### config.mk
export PLATFORM = sky130hd
export DESIGN_NAME = pbm_basic_mode_control
export DESIGN_NICKNAME = d
export VERILOG_FILES = /design/src/design/pbm_pkg.sv /design/src/design/pbm_basic_mode_control.sv /design/src/design/pbm_reset_seq.sv /design/src/design/pbm_status_bit.sv
export VERILOG_INCLUDE_DIRS = /design/src /design/src/design
export SDC_FILE = /design/constraint.sdc
export NUM_CORES = 1
export LEC_CHECK = 0
export BUFFER_PORTS_ARGS = -buffer_cell sky130_fd_sc_hd__buf_2
export CAP_MARGIN = 20
export CORE_MARGIN = 4
export CORE_UTILIZATION = 54
export CTS_CLUSTER_SIZE = 30
export DETAILED_ROUTE_END_ITERATION = 6
export PLACE_DENSITY = 0.82
export SYNTH_ARGS = -nofsm -noshare
export SYNTH_HDL_FRONTEND = slang
export SYNTH_SLANG_ARGS = --single-unit
### constraint.sdc
create_clock -name mclk -period 4.9 [get_ports mclk]
set_input_delay 0.245 -clock mclk [delete_from_list [all_inputs] [get_ports mclk]]
set_output_delay 0.245 -clock mclk [all_outputs]
set_load 0.1 [all_outputs]
### src/design/pbm_defines.svh
// register offsets, field positions, reset values and timing counts of the
// basic mode control block; assumes inclusion by bare name from design files
`ifndef PBM_DEFINES_SVH
`define PBM_DEFINES_SVH

// ************************************************************
// register offsets
// ************************************************************
`define PBM_ADDR_CTRL     5'h00
`define PBM_ADDR_STAT     5'h01

// ************************************************************
// control word fields
// ************************************************************
`define PBM_B_RESET       15
`define PBM_B_LOOP        14
`define PBM_B_SPEED       13
`define PBM_B_AN_EN       12
`define PBM_B_PDOWN       11
`define PBM_B_ISO         10
`define PBM_B_RESTART     9
`define PBM_B_DUPLEX      8
`define PBM_B_COLTEST     7
`define PBM_CTRL_LOW_ZERO 7'h00

// ************************************************************
// status word fields and reset values
// ************************************************************
`define PBM_S_LH_LO       0
`define PBM_S_LL          2
`define PBM_S_SC          3
`define PBM_S_FIX_LO      4
`define PBM_S_CNT_LO      8
`define PBM_FIXED_CODE    4'hA
`define PBM_CNT_RESET     8'h00
`define PBM_CNT_MAX       8'hFF
`define PBM_CNT_ONE       8'h01

// ************************************************************
// timing
// ************************************************************
`define PBM_CLK_NS        10
`define PBM_SOFT_RESET_NS 1000
`define PBM_SOFT_RESET_CYC ((`PBM_SOFT_RESET_NS + `PBM_CLK_NS - 1) / `PBM_CLK_NS)

`endif

### src/design/pbm_pkg.sv
// types shared by the basic mode control block and its helpers
// assumes nothing beyond a SystemVerilog compiler
package pbm_pkg;

  // ************************************************************
  // soft reset sequencer states, gray along idle-hold-load
  // ************************************************************
  typedef enum logic [1:0] {
    PBM_S_IDLE = 2'b00,
    PBM_S_HOLD = 2'b01,
    PBM_S_LOAD = 2'b11
  } pbm_rst_state_t;

  // mii transmit group from the mac
  typedef struct packed {
    logic       en;
    logic       er;
    logic [3:0] data;
  } pbm_mii_tx_t;

  // mii receive group towards the mac
  typedef struct packed {
    logic       dv;
    logic       er;
    logic [3:0] data;
  } pbm_mii_rx_t;

endpackage

### src/design/pbm_basic_mode_control.sv
// basic mode control register of a 10/100 phy with its status access types
// assumes a management engine drives the register port synchronously to mclk
`timescale 1ns/1ps
`include "pbm_defines.svh"

module pbm_basic_mode_control #(
  parameter int unsigned RESET_HOLD_CYC = `PBM_SOFT_RESET_CYC,
  parameter int unsigned NUM_LH         = 2
) (
  // clock and reset
  input  logic                mclk,
  input  logic                rst,
  // management register port
  input  logic [4:0]          mgmt_addr,
  input  logic                mgmt_wr,
  input  logic                mgmt_rd,
  input  logic [15:0]         mgmt_wdata,
  output logic [15:0]         mgmt_rdata_q,
  // straps and mode inputs
  input  logic                strap_speed_100,
  input  logic                strap_full_duplex,
  input  logic                strap_an_enable,
  input  logic                fiber_mode_enable,
  // negotiation engine
  input  logic                an_restart_ack,
  input  logic                an_speed_100,
  input  logic                an_full_duplex,
  output logic                an_enable_q,
  output logic                an_restart_q,
  // port configuration
  output logic                speed_100_q,
  output logic                full_duplex_q,
  output logic                phy_power_down_q,
  output logic                phy_reset_q,
  // mii side
  input  pbm_pkg::pbm_mii_tx_t mac_tx,
  output pbm_pkg::pbm_mii_rx_t mac_rx_q,
  output logic                mac_col_q,
  // line side
  input  pbm_pkg::pbm_mii_rx_t line_rx,
  input  logic                line_col,
  output pbm_pkg::pbm_mii_tx_t line_tx_q,
  // status events
  input  logic [NUM_LH-1:0]   lh_event,
  input  logic                link_ok,
  input  logic                sc_event,
  input  logic                err_event
);

  // ************************************************************
  // declarations
  // ************************************************************
  logic              loop_q;
  logic              speed_sel_q;
  logic              duplex_sel_q;
  logic              pdown_q;
  logic              iso_q;
  logic              coltest_q;
  logic              restart_d;
  logic              loop_d;
  logic              speed_sel_d;
  logic              duplex_sel_d;
  logic              an_en_d;
  logic              pdown_d;
  logic              iso_d;
  logic              coltest_d;
  logic              busy_q;
  logic              load;
  logic              wr_ctrl;
  logic              rd_stat;
  logic              sr_start;
  logic              wr_cfg;
  logic              an_en_wr;
  logic              restart_set;
  logic [NUM_LH-1:0] lh_q;
  logic              ll_q;
  logic [7:0]        cnt_q;
  logic [7:0]        cnt_d;
  logic [7:0]        cnt_inc;
  logic [15:0]       ctrl_word;
  logic [15:0]       stat_word;
  logic [15:0]       rdata_d;
  logic              mii_off;
  pbm_pkg::pbm_mii_rx_t rx_d;

  // address match, shared by write and read decode
  function automatic logic hit(input logic [4:0] addr, input logic [4:0] off);
    hit = (addr == off);
  endfunction

  // ************************************************************
  // decode
  // ************************************************************
  assign wr_ctrl  = mgmt_wr & hit(mgmt_addr, `PBM_ADDR_CTRL);
  assign rd_stat  = mgmt_rd & hit(mgmt_addr, `PBM_ADDR_STAT);
  assign sr_start = wr_ctrl & mgmt_wdata[`PBM_B_RESET] & ~busy_q;
  assign wr_cfg   = wr_ctrl & ~mgmt_wdata[`PBM_B_RESET] & ~busy_q;
  assign an_en_wr = mgmt_wdata[`PBM_B_AN_EN] & ~fiber_mode_enable;

  // ************************************************************
  // soft reset sequencer
  // ************************************************************
  pbm_reset_seq #(
    .HOLD_CYC (RESET_HOLD_CYC)
  ) u_reset_seq (
    .mclk   (mclk),
    .rst    (rst),
    .start  (sr_start),
    .busy_q (busy_q),
    .load   (load)
  );

  // ************************************************************
  // control next values: strap load, then soft reset start, then write
  // ************************************************************
  // restrap on load
  assign speed_sel_d  = load ? strap_speed_100 : (wr_cfg ? mgmt_wdata[`PBM_B_SPEED] : speed_sel_q);
  assign duplex_sel_d = load ? strap_full_duplex : (wr_cfg ? mgmt_wdata[`PBM_B_DUPLEX] : duplex_sel_q);
  assign an_en_d      = ~fiber_mode_enable & (load ? strap_an_enable : (wr_cfg ? an_en_wr : an_enable_q));
  assign loop_d       = ~(load | sr_start) & (wr_cfg ? mgmt_wdata[`PBM_B_LOOP] : loop_q);
  assign pdown_d      = ~(load | sr_start) & (wr_cfg ? mgmt_wdata[`PBM_B_PDOWN] : pdown_q);
  assign iso_d        = ~(load | sr_start) & (wr_cfg ? mgmt_wdata[`PBM_B_ISO] : iso_q);
  assign coltest_d    = ~(load | sr_start) & (wr_cfg ? mgmt_wdata[`PBM_B_COLTEST] : coltest_q);

  assign restart_set  = wr_cfg & mgmt_wdata[`PBM_B_RESTART] & an_en_wr;
  assign restart_d    = restart_set | restart_keep_f(an_restart_q, an_restart_ack, load | sr_start);

  // every operand is an argument, so the assignment wakes on each change
  function automatic logic restart_keep_f(input logic r, input logic ack, input logic clr);
    restart_keep_f = r & ~ack & ~clr;
  endfunction

  // control registers
  always_ff @(posedge mclk or posedge rst) begin
    if (rst) begin
      loop_q       <= 1'b0;
      speed_sel_q  <= 1'b0;
      duplex_sel_q <= 1'b0;
      an_enable_q  <= 1'b0;
      pdown_q      <= 1'b0;
      iso_q        <= 1'b0;
      coltest_q    <= 1'b0;
      an_restart_q <= 1'b0;
    end else begin
      loop_q       <= loop_d;
      speed_sel_q  <= speed_sel_d;
      duplex_sel_q <= duplex_sel_d;
      an_enable_q  <= an_en_d;
      pdown_q      <= pdown_d;
      iso_q        <= iso_d;
      coltest_q    <= coltest_d;
      an_restart_q <= restart_d;
    end
  end

  // ************************************************************
  // effective port configuration
  // ************************************************************
  always_ff @(posedge mclk or posedge rst) begin
    if (rst) begin
      speed_100_q      <= 1'b0;
      full_duplex_q    <= 1'b0;
      phy_power_down_q <= 1'b0;
      phy_reset_q      <= 1'b1;
    end else begin
      speed_100_q      <= an_enable_q ? an_speed_100 : speed_sel_q;
      full_duplex_q    <= an_enable_q ? an_full_duplex : duplex_sel_q;
      phy_power_down_q <= pdown_q;
      phy_reset_q      <= busy_q;
    end
  end

  // ************************************************************
  // mii data path
  // ************************************************************
  // isolate cuts mii
  assign mii_off = iso_q | pdown_q;
  assign rx_d    = mii_off ? '0 : (loop_q ? {mac_tx.en, mac_tx.er, mac_tx.data} : line_rx);

  always_ff @(posedge mclk or posedge rst) begin
    if (rst) begin
      mac_rx_q  <= '0;
      line_tx_q <= '0;
      mac_col_q <= 1'b0;
    end else begin
      mac_rx_q  <= rx_d;
      line_tx_q <= (mii_off | loop_q) ? '0 : mac_tx;
      mac_col_q <= ~mii_off & (coltest_q ? mac_tx.en : line_col);
    end
  end

  // ************************************************************
  // status register cells
  // ************************************************************
  genvar gi;
  generate
    for (gi = 0; gi < NUM_LH; gi++) begin : g_lh
      pbm_status_bit #(
        .LATCH_LOW (1'b0)
      ) u_lh (
        .mclk (mclk),
        .rst  (rst),
        .cond (lh_event[gi]),
        .rd   (rd_stat),
        .q    (lh_q[gi])
      );
    end
  endgenerate

  pbm_status_bit #(
    .LATCH_LOW (1'b1)
  ) u_ll (
    .mclk (mclk),
    .rst  (rst),
    .cond (link_ok),
    .rd   (rd_stat),
    .q    (ll_q)
  );

  assign cnt_inc = (cnt_q == `PBM_CNT_MAX) ? cnt_q : cnt_q + `PBM_CNT_ONE;
  assign cnt_d   = rd_stat ? (err_event ? `PBM_CNT_ONE : `PBM_CNT_RESET) : (err_event ? cnt_inc : cnt_q);

  always_ff @(posedge mclk or posedge rst) begin
    if (rst) begin
      cnt_q <= `PBM_CNT_RESET;
    end else begin
      cnt_q <= cnt_d;
    end
  end

  // ************************************************************
  // read data
  // ************************************************************
  // reset bit reads busy
  assign ctrl_word = {busy_q, loop_q, speed_sel_q, an_enable_q, pdown_q, iso_q,
                      an_restart_q, duplex_sel_q, coltest_q, `PBM_CTRL_LOW_ZERO};
  assign stat_word = {cnt_q, `PBM_FIXED_CODE, sc_event, ll_q, lh_q};
  assign rdata_d   = hit(mgmt_addr, `PBM_ADDR_CTRL) ? ctrl_word :
                     hit(mgmt_addr, `PBM_ADDR_STAT) ? stat_word : 16'h0000;

  always_ff @(posedge mclk or posedge rst) begin
    if (rst) begin
      mgmt_rdata_q <= 16'h0000;
    end else if (mgmt_rd) begin
      mgmt_rdata_q <= rdata_d;
    end
  end
endmodule

### src/design/pbm_reset_seq.sv
// soft reset sequencer: holds reset for a fixed count, then one strap-load cycle
// assumes start is a single-cycle request from the register block
`timescale 1ns/1ps
`include "pbm_defines.svh"

module pbm_reset_seq #(
  parameter int unsigned HOLD_CYC = `PBM_SOFT_RESET_CYC
) (
  // clock and reset
  input  logic mclk,
  input  logic rst,
  // control
  input  logic start,
  // status
  output logic busy_q,
  output logic load
);

  localparam int unsigned CW = $clog2(HOLD_CYC + 1);

  pbm_pkg::pbm_rst_state_t state_q;
  pbm_pkg::pbm_rst_state_t state_d;
  logic [CW-1:0]           cnt_q;
  logic [CW-1:0]           cnt_d;
  logic                    cnt_done;

  // ************************************************************
  // next state
  // ************************************************************
  assign cnt_done = (cnt_q == CW'(HOLD_CYC - 1));
  assign load     = (state_q == pbm_pkg::PBM_S_LOAD);

  always_comb begin
    state_d = state_q;
    cnt_d   = cnt_q;
    case (state_q)
      pbm_pkg::PBM_S_IDLE: begin
        cnt_d = '0;
        if (start) begin
          state_d = pbm_pkg::PBM_S_HOLD;
        end
      end
      pbm_pkg::PBM_S_HOLD: begin
        cnt_d = cnt_q + CW'(1);
        if (cnt_done) begin
          state_d = pbm_pkg::PBM_S_LOAD;
        end
      end
      pbm_pkg::PBM_S_LOAD: begin
        state_d = pbm_pkg::PBM_S_IDLE;
      end
      default: begin
        state_d = pbm_pkg::PBM_S_IDLE;
      end
    endcase
  end

  // ************************************************************
  // state registers; hard reset starts in load so straps are caught after release
  // ************************************************************
  always_ff @(posedge mclk or posedge rst) begin
    if (rst) begin
      state_q <= pbm_pkg::PBM_S_LOAD;
      cnt_q   <= '0;
      busy_q  <= 1'b1;
    end else begin
      state_q <= state_d;
      cnt_q   <= cnt_d;
      busy_q  <= (state_d != pbm_pkg::PBM_S_IDLE);
    end
  end
endmodule

### src/design/pbm_status_bit.sv
// one latched status bit, latched-high or latched-low, cleared by a read
// assumes rd is a one-cycle read strobe of the owning register
`timescale 1ns/1ps

module pbm_status_bit #(
  parameter bit LATCH_LOW = 1'b0
) (
  // clock and reset
  input  logic mclk,
  input  logic rst,
  // event level and read strobe
  input  logic cond,
  input  logic rd,
  // latched value
  output logic q
);

  logic q_d;

  // latching, the event wins over a read in the same cycle
  generate
    if (LATCH_LOW) begin : g_ll
      assign q_d = cond & (q | rd);
    end else begin : g_lh
      assign q_d = cond | (q & ~rd);
    end
  endgenerate

  always_ff @(posedge mclk or posedge rst) begin
    if (rst) begin
      q <= 1'b0;
    end else begin
      q <= q_d;
    end
  end

  generate
    if (LATCH_LOW) begin : g_chk_ll

    end else begin : g_chk_lh

    end
  endgenerate
endmodule

==> flow_summary_export.csv <==
group,metric,value,unit
sta,hold_violations,0,
synth,syn_avg_cell_area,11.02,µm²
cells_and_area,n_fill_cell,390,
cells_and_area,n_antenna_cell,0,
drt,avgRoutedWirePerCell,15.50,µm
drt,wirelength,6.029,mm
clock_tree,cts_made_buffers,9,
grt,grtUsageMet1,25.55,%
setup_path,cp_max_fo,6,
sta,worstMarginPinSlew,762.5,ps
floorplan,num_rows,25,
grt,grt_overflow,0,
sta,timing.final.crit_share,38.33,%
sta,fmax,0.5325,GHz
placement,placed_area,3089,µm²
cells_and_area,final_util,69.24,%
setup_path,critPathMaxStageDelay,610,ps
setup_path,cp-start-kind,"flop",
pwr,p_leak,0.001652,µW
setup_path,worstPathRequired,5150,ps
clock_tree,post-cts-setup-buffer-count,0,
clock_tree,tritoncts,"built",
drt,detail-route-antenna-nets,0,
sta,timing.slew.headroom,48.98,%
placement,hpwl,4.318,mm
synth,ys_ff_latch,60,
sta,hold_ws,74.75,ps
setup_path,endpoint_kind,"flop",
flow_run,cap_violations,0,
sta,worst_slack,3022,ps
synth,synth_area_leaders,"dfrtp_1, mux2i_1, dfstp_2, a21o_1, o21ai_0",
setup_path,r2r_start,"cnt_q[0]$_DFFE_PP0P_",
drt,first_iter_violations,135,
cells_and_area,num-nets-final,369,
clock_tree,clk_pin_slew_worst_paths,60,ps
placement,pre_cts_ws,2945,ps
cells_and_area,drive_gt1_share,32.30,%
grt,grt_most_used_layer,"met2",
pwr,max-vdd-ir-drop,295.3,µV
cells_and_area,finalInstanceArea,3292,µm²
floorplan,dieArea,6149,µm²
cells_and_area,seq_area,1506,µm²
synth,synth_common_cells,"dfrtp_1, mux2i_1, nor2_1",
floorplan,fp.coreArea,4755,µm²
clock_tree,hold_buffers,0,
synth,yosysSeqAreaShare,56.26,%
cells_and_area,syn_to_final_growth,22.94,%
placement,gp_congestion,0.8301,
setup_path,cpLargestDelayFamily,"compound AO/OA/AOI/OAI gates",
min_path,hold_path.class,"in -> reg",
setup_path,reg2reg_depth,4,
min_path,hold_depth,2,
pwr,p_per_area,447.1,nW/µm²
clock_tree,ctsHtreeMaxLevel,3,
synth,ys.flop_type,"dfrtp_1",
setup_path,r2r-end,"cnt_q[5]$_DFFE_PP0P_",
sta,fin_tns_setup,0,ps
drt,dr.pass1.iters,4,
floorplan,die-height,78.42,µm
grt,grtUsageTotal,21.35,%
grt,grt.met3_usage,6.307,%
setup_path,path_class,"reg -> reg",
cells_and_area,multiInputGateArea,1086,µm²
placement,io_buffers,75,
setup_path,worstPathArrival,2130,ps
clock_tree,clk_latency,340,ps
synth,synth-edff-count,0,
clock_tree,cts_resized,0,
synth,synth_area_leader_cell,"dfrtp_1",
synth,synth_top_area_share,52.34,%
setup_path,crit_chain,"ha_1 -> and3_1 -> a2111oi_0 -> mux2i_1",
sta,finalMaxSlewViolations,0,
synth,synth.most_common_cell,"dfrtp_1",
setup_path,crit_buf_inv,0,
clock_tree,root_buffer,"clkbuf_8",
setup_path,critPathSlowestCell,"a2111oi_0",
clock_tree,cts_buffer_depth,2,
grt,grt_max_degree,61,
clock_tree,cts_sinks,60,
synth,synth_cells,243,
synth,syn_area,2678,µm²
grt,grt_pass1_vias,2165,
drt,viasPerCell,5.550,
synth,netlist-cell-type-count,50,
floorplan,die_x,78.42,µm
grt,antenna_found_initial,0,
synth,async_flop_share,100.0,%
setup_path,rrSetupSlack,3020,ps
grt,grt_pass1_wl,10.02,mm
sta,clock_skew,8.970,ps
sta,rsz0062_at_grt,"no",
floorplan,initial_core_util,56.32,%
floorplan,num_io_pins,85,
min_path,whs_endpoint,"an_enable_q$_DFF_PP0_",
drt,drc,0,
min_path,hp-start,"fiber_mode_enable",
sta,fin_crit,1878,ps
synth,ys.warnings.count,0,
drt,vias,2159,
sta,setup_violations,0,
grt,gr-usage-met2,35.96,%
outcome,status,"finished, final reports clean",
## area by class of cell
| cell class | count | area share [%] |
|---|---|---|
| multi-input cells | 163 | 32.99 |
| repair buffers | 77 | 11.86 |
| clock buffers | 12 | 4.713 |
| well taps | 67 | 2.547 |
| inverters | 6 | 0.6841 |
| flip-flops and latches | 60 | 45.76 |
| clock inverters | 4 | 1.444 |
## stage by stage
stage	total power [µW]	std cells
2_1_floorplan	941.6	244
3_3_place_gp	1022	373
3_5_place_dp	1033	373
4_1_cts	1483	389
5_1_grt	1546	389
6_report	1472	389
## worst max path at each step
stage / from / to / slack, ps / depth (start not counted)
2_1_floorplan: rst / an_enable_q$_DFF_PP0_ / 3180 / 1
3_3_place_gp: mgmt_addr[1] / cnt_q[2]$_DFFE_PP0P_ / 2950 / 4
3_5_place_dp: mgmt_addr[1] / cnt_q[2]$_DFFE_PP0P_ / 2940 / 4
4_1_cts: cnt_q[0]$_DFFE_PP0P_ / cnt_q[5]$_DFFE_PP0P_ / 3020 / 4
5_1_grt: cnt_q[0]$_DFFE_PP0P_ / cnt_q[5]$_DFFE_PP0P_ / 2930 / 4
6_report: cnt_q[0]$_DFFE_PP0P_ / cnt_q[5]$_DFFE_PP0P_ / 3020 / 4
## routing by layer
metal	share of wire (%)	vias up	wire length, µm
met5	0	-	0
met4	1.1	0	69
met3	5.6	6	338
met2	52	61	3113
met1	42	1055	2508
li1	-	1037	-
## flip-flops by register name, indices dropped and copies added, names as in the netlist, 2 cells and up
signal and cells:
mac_rx_q 6, u_reset_seq.cnt_q 7, mgmt_rdata_q 14, cnt_q 8
u_reset_seq.state_q 2, g_lh.u_lh.q 2, line_tx_q 6
## kinds of logic after synthesis
logic type,synth area share [%]
adders and majority gates,0.9344
DFF,56.26
other,0.1401
and+or+nand+nor,17.15
muxes,7.617
buffers and inverters,3.318
AOI/OAI and AO/OA,14.25
xor gates and xnor gates,0.3272
## cell usage in the layout (no fill, tap or decap), types with 7 or more instances in the layout
master / instances
clkbuf_8: 11
nand2_1: 12
a21oi_1: 9
nor2_1: 16
mux2i_1: 17
nor3_1: 12
buf_2: 75
o21ai_0: 13
a21o_1: 11
and2_1: 7
dfrtp_1: 56
## where the power goes
| part | leakage (µW) | switching (µW) | internal [µW] |
|---|---|---|---|
| Combinational | 0.000779 | 304 | 93.9 |
| Sequential | 0.000771 | 62.9 | 564 |
| Clock | 0.000102 | 186 | 261 |
Note: power is estimated with default switching activity, not from simulation.
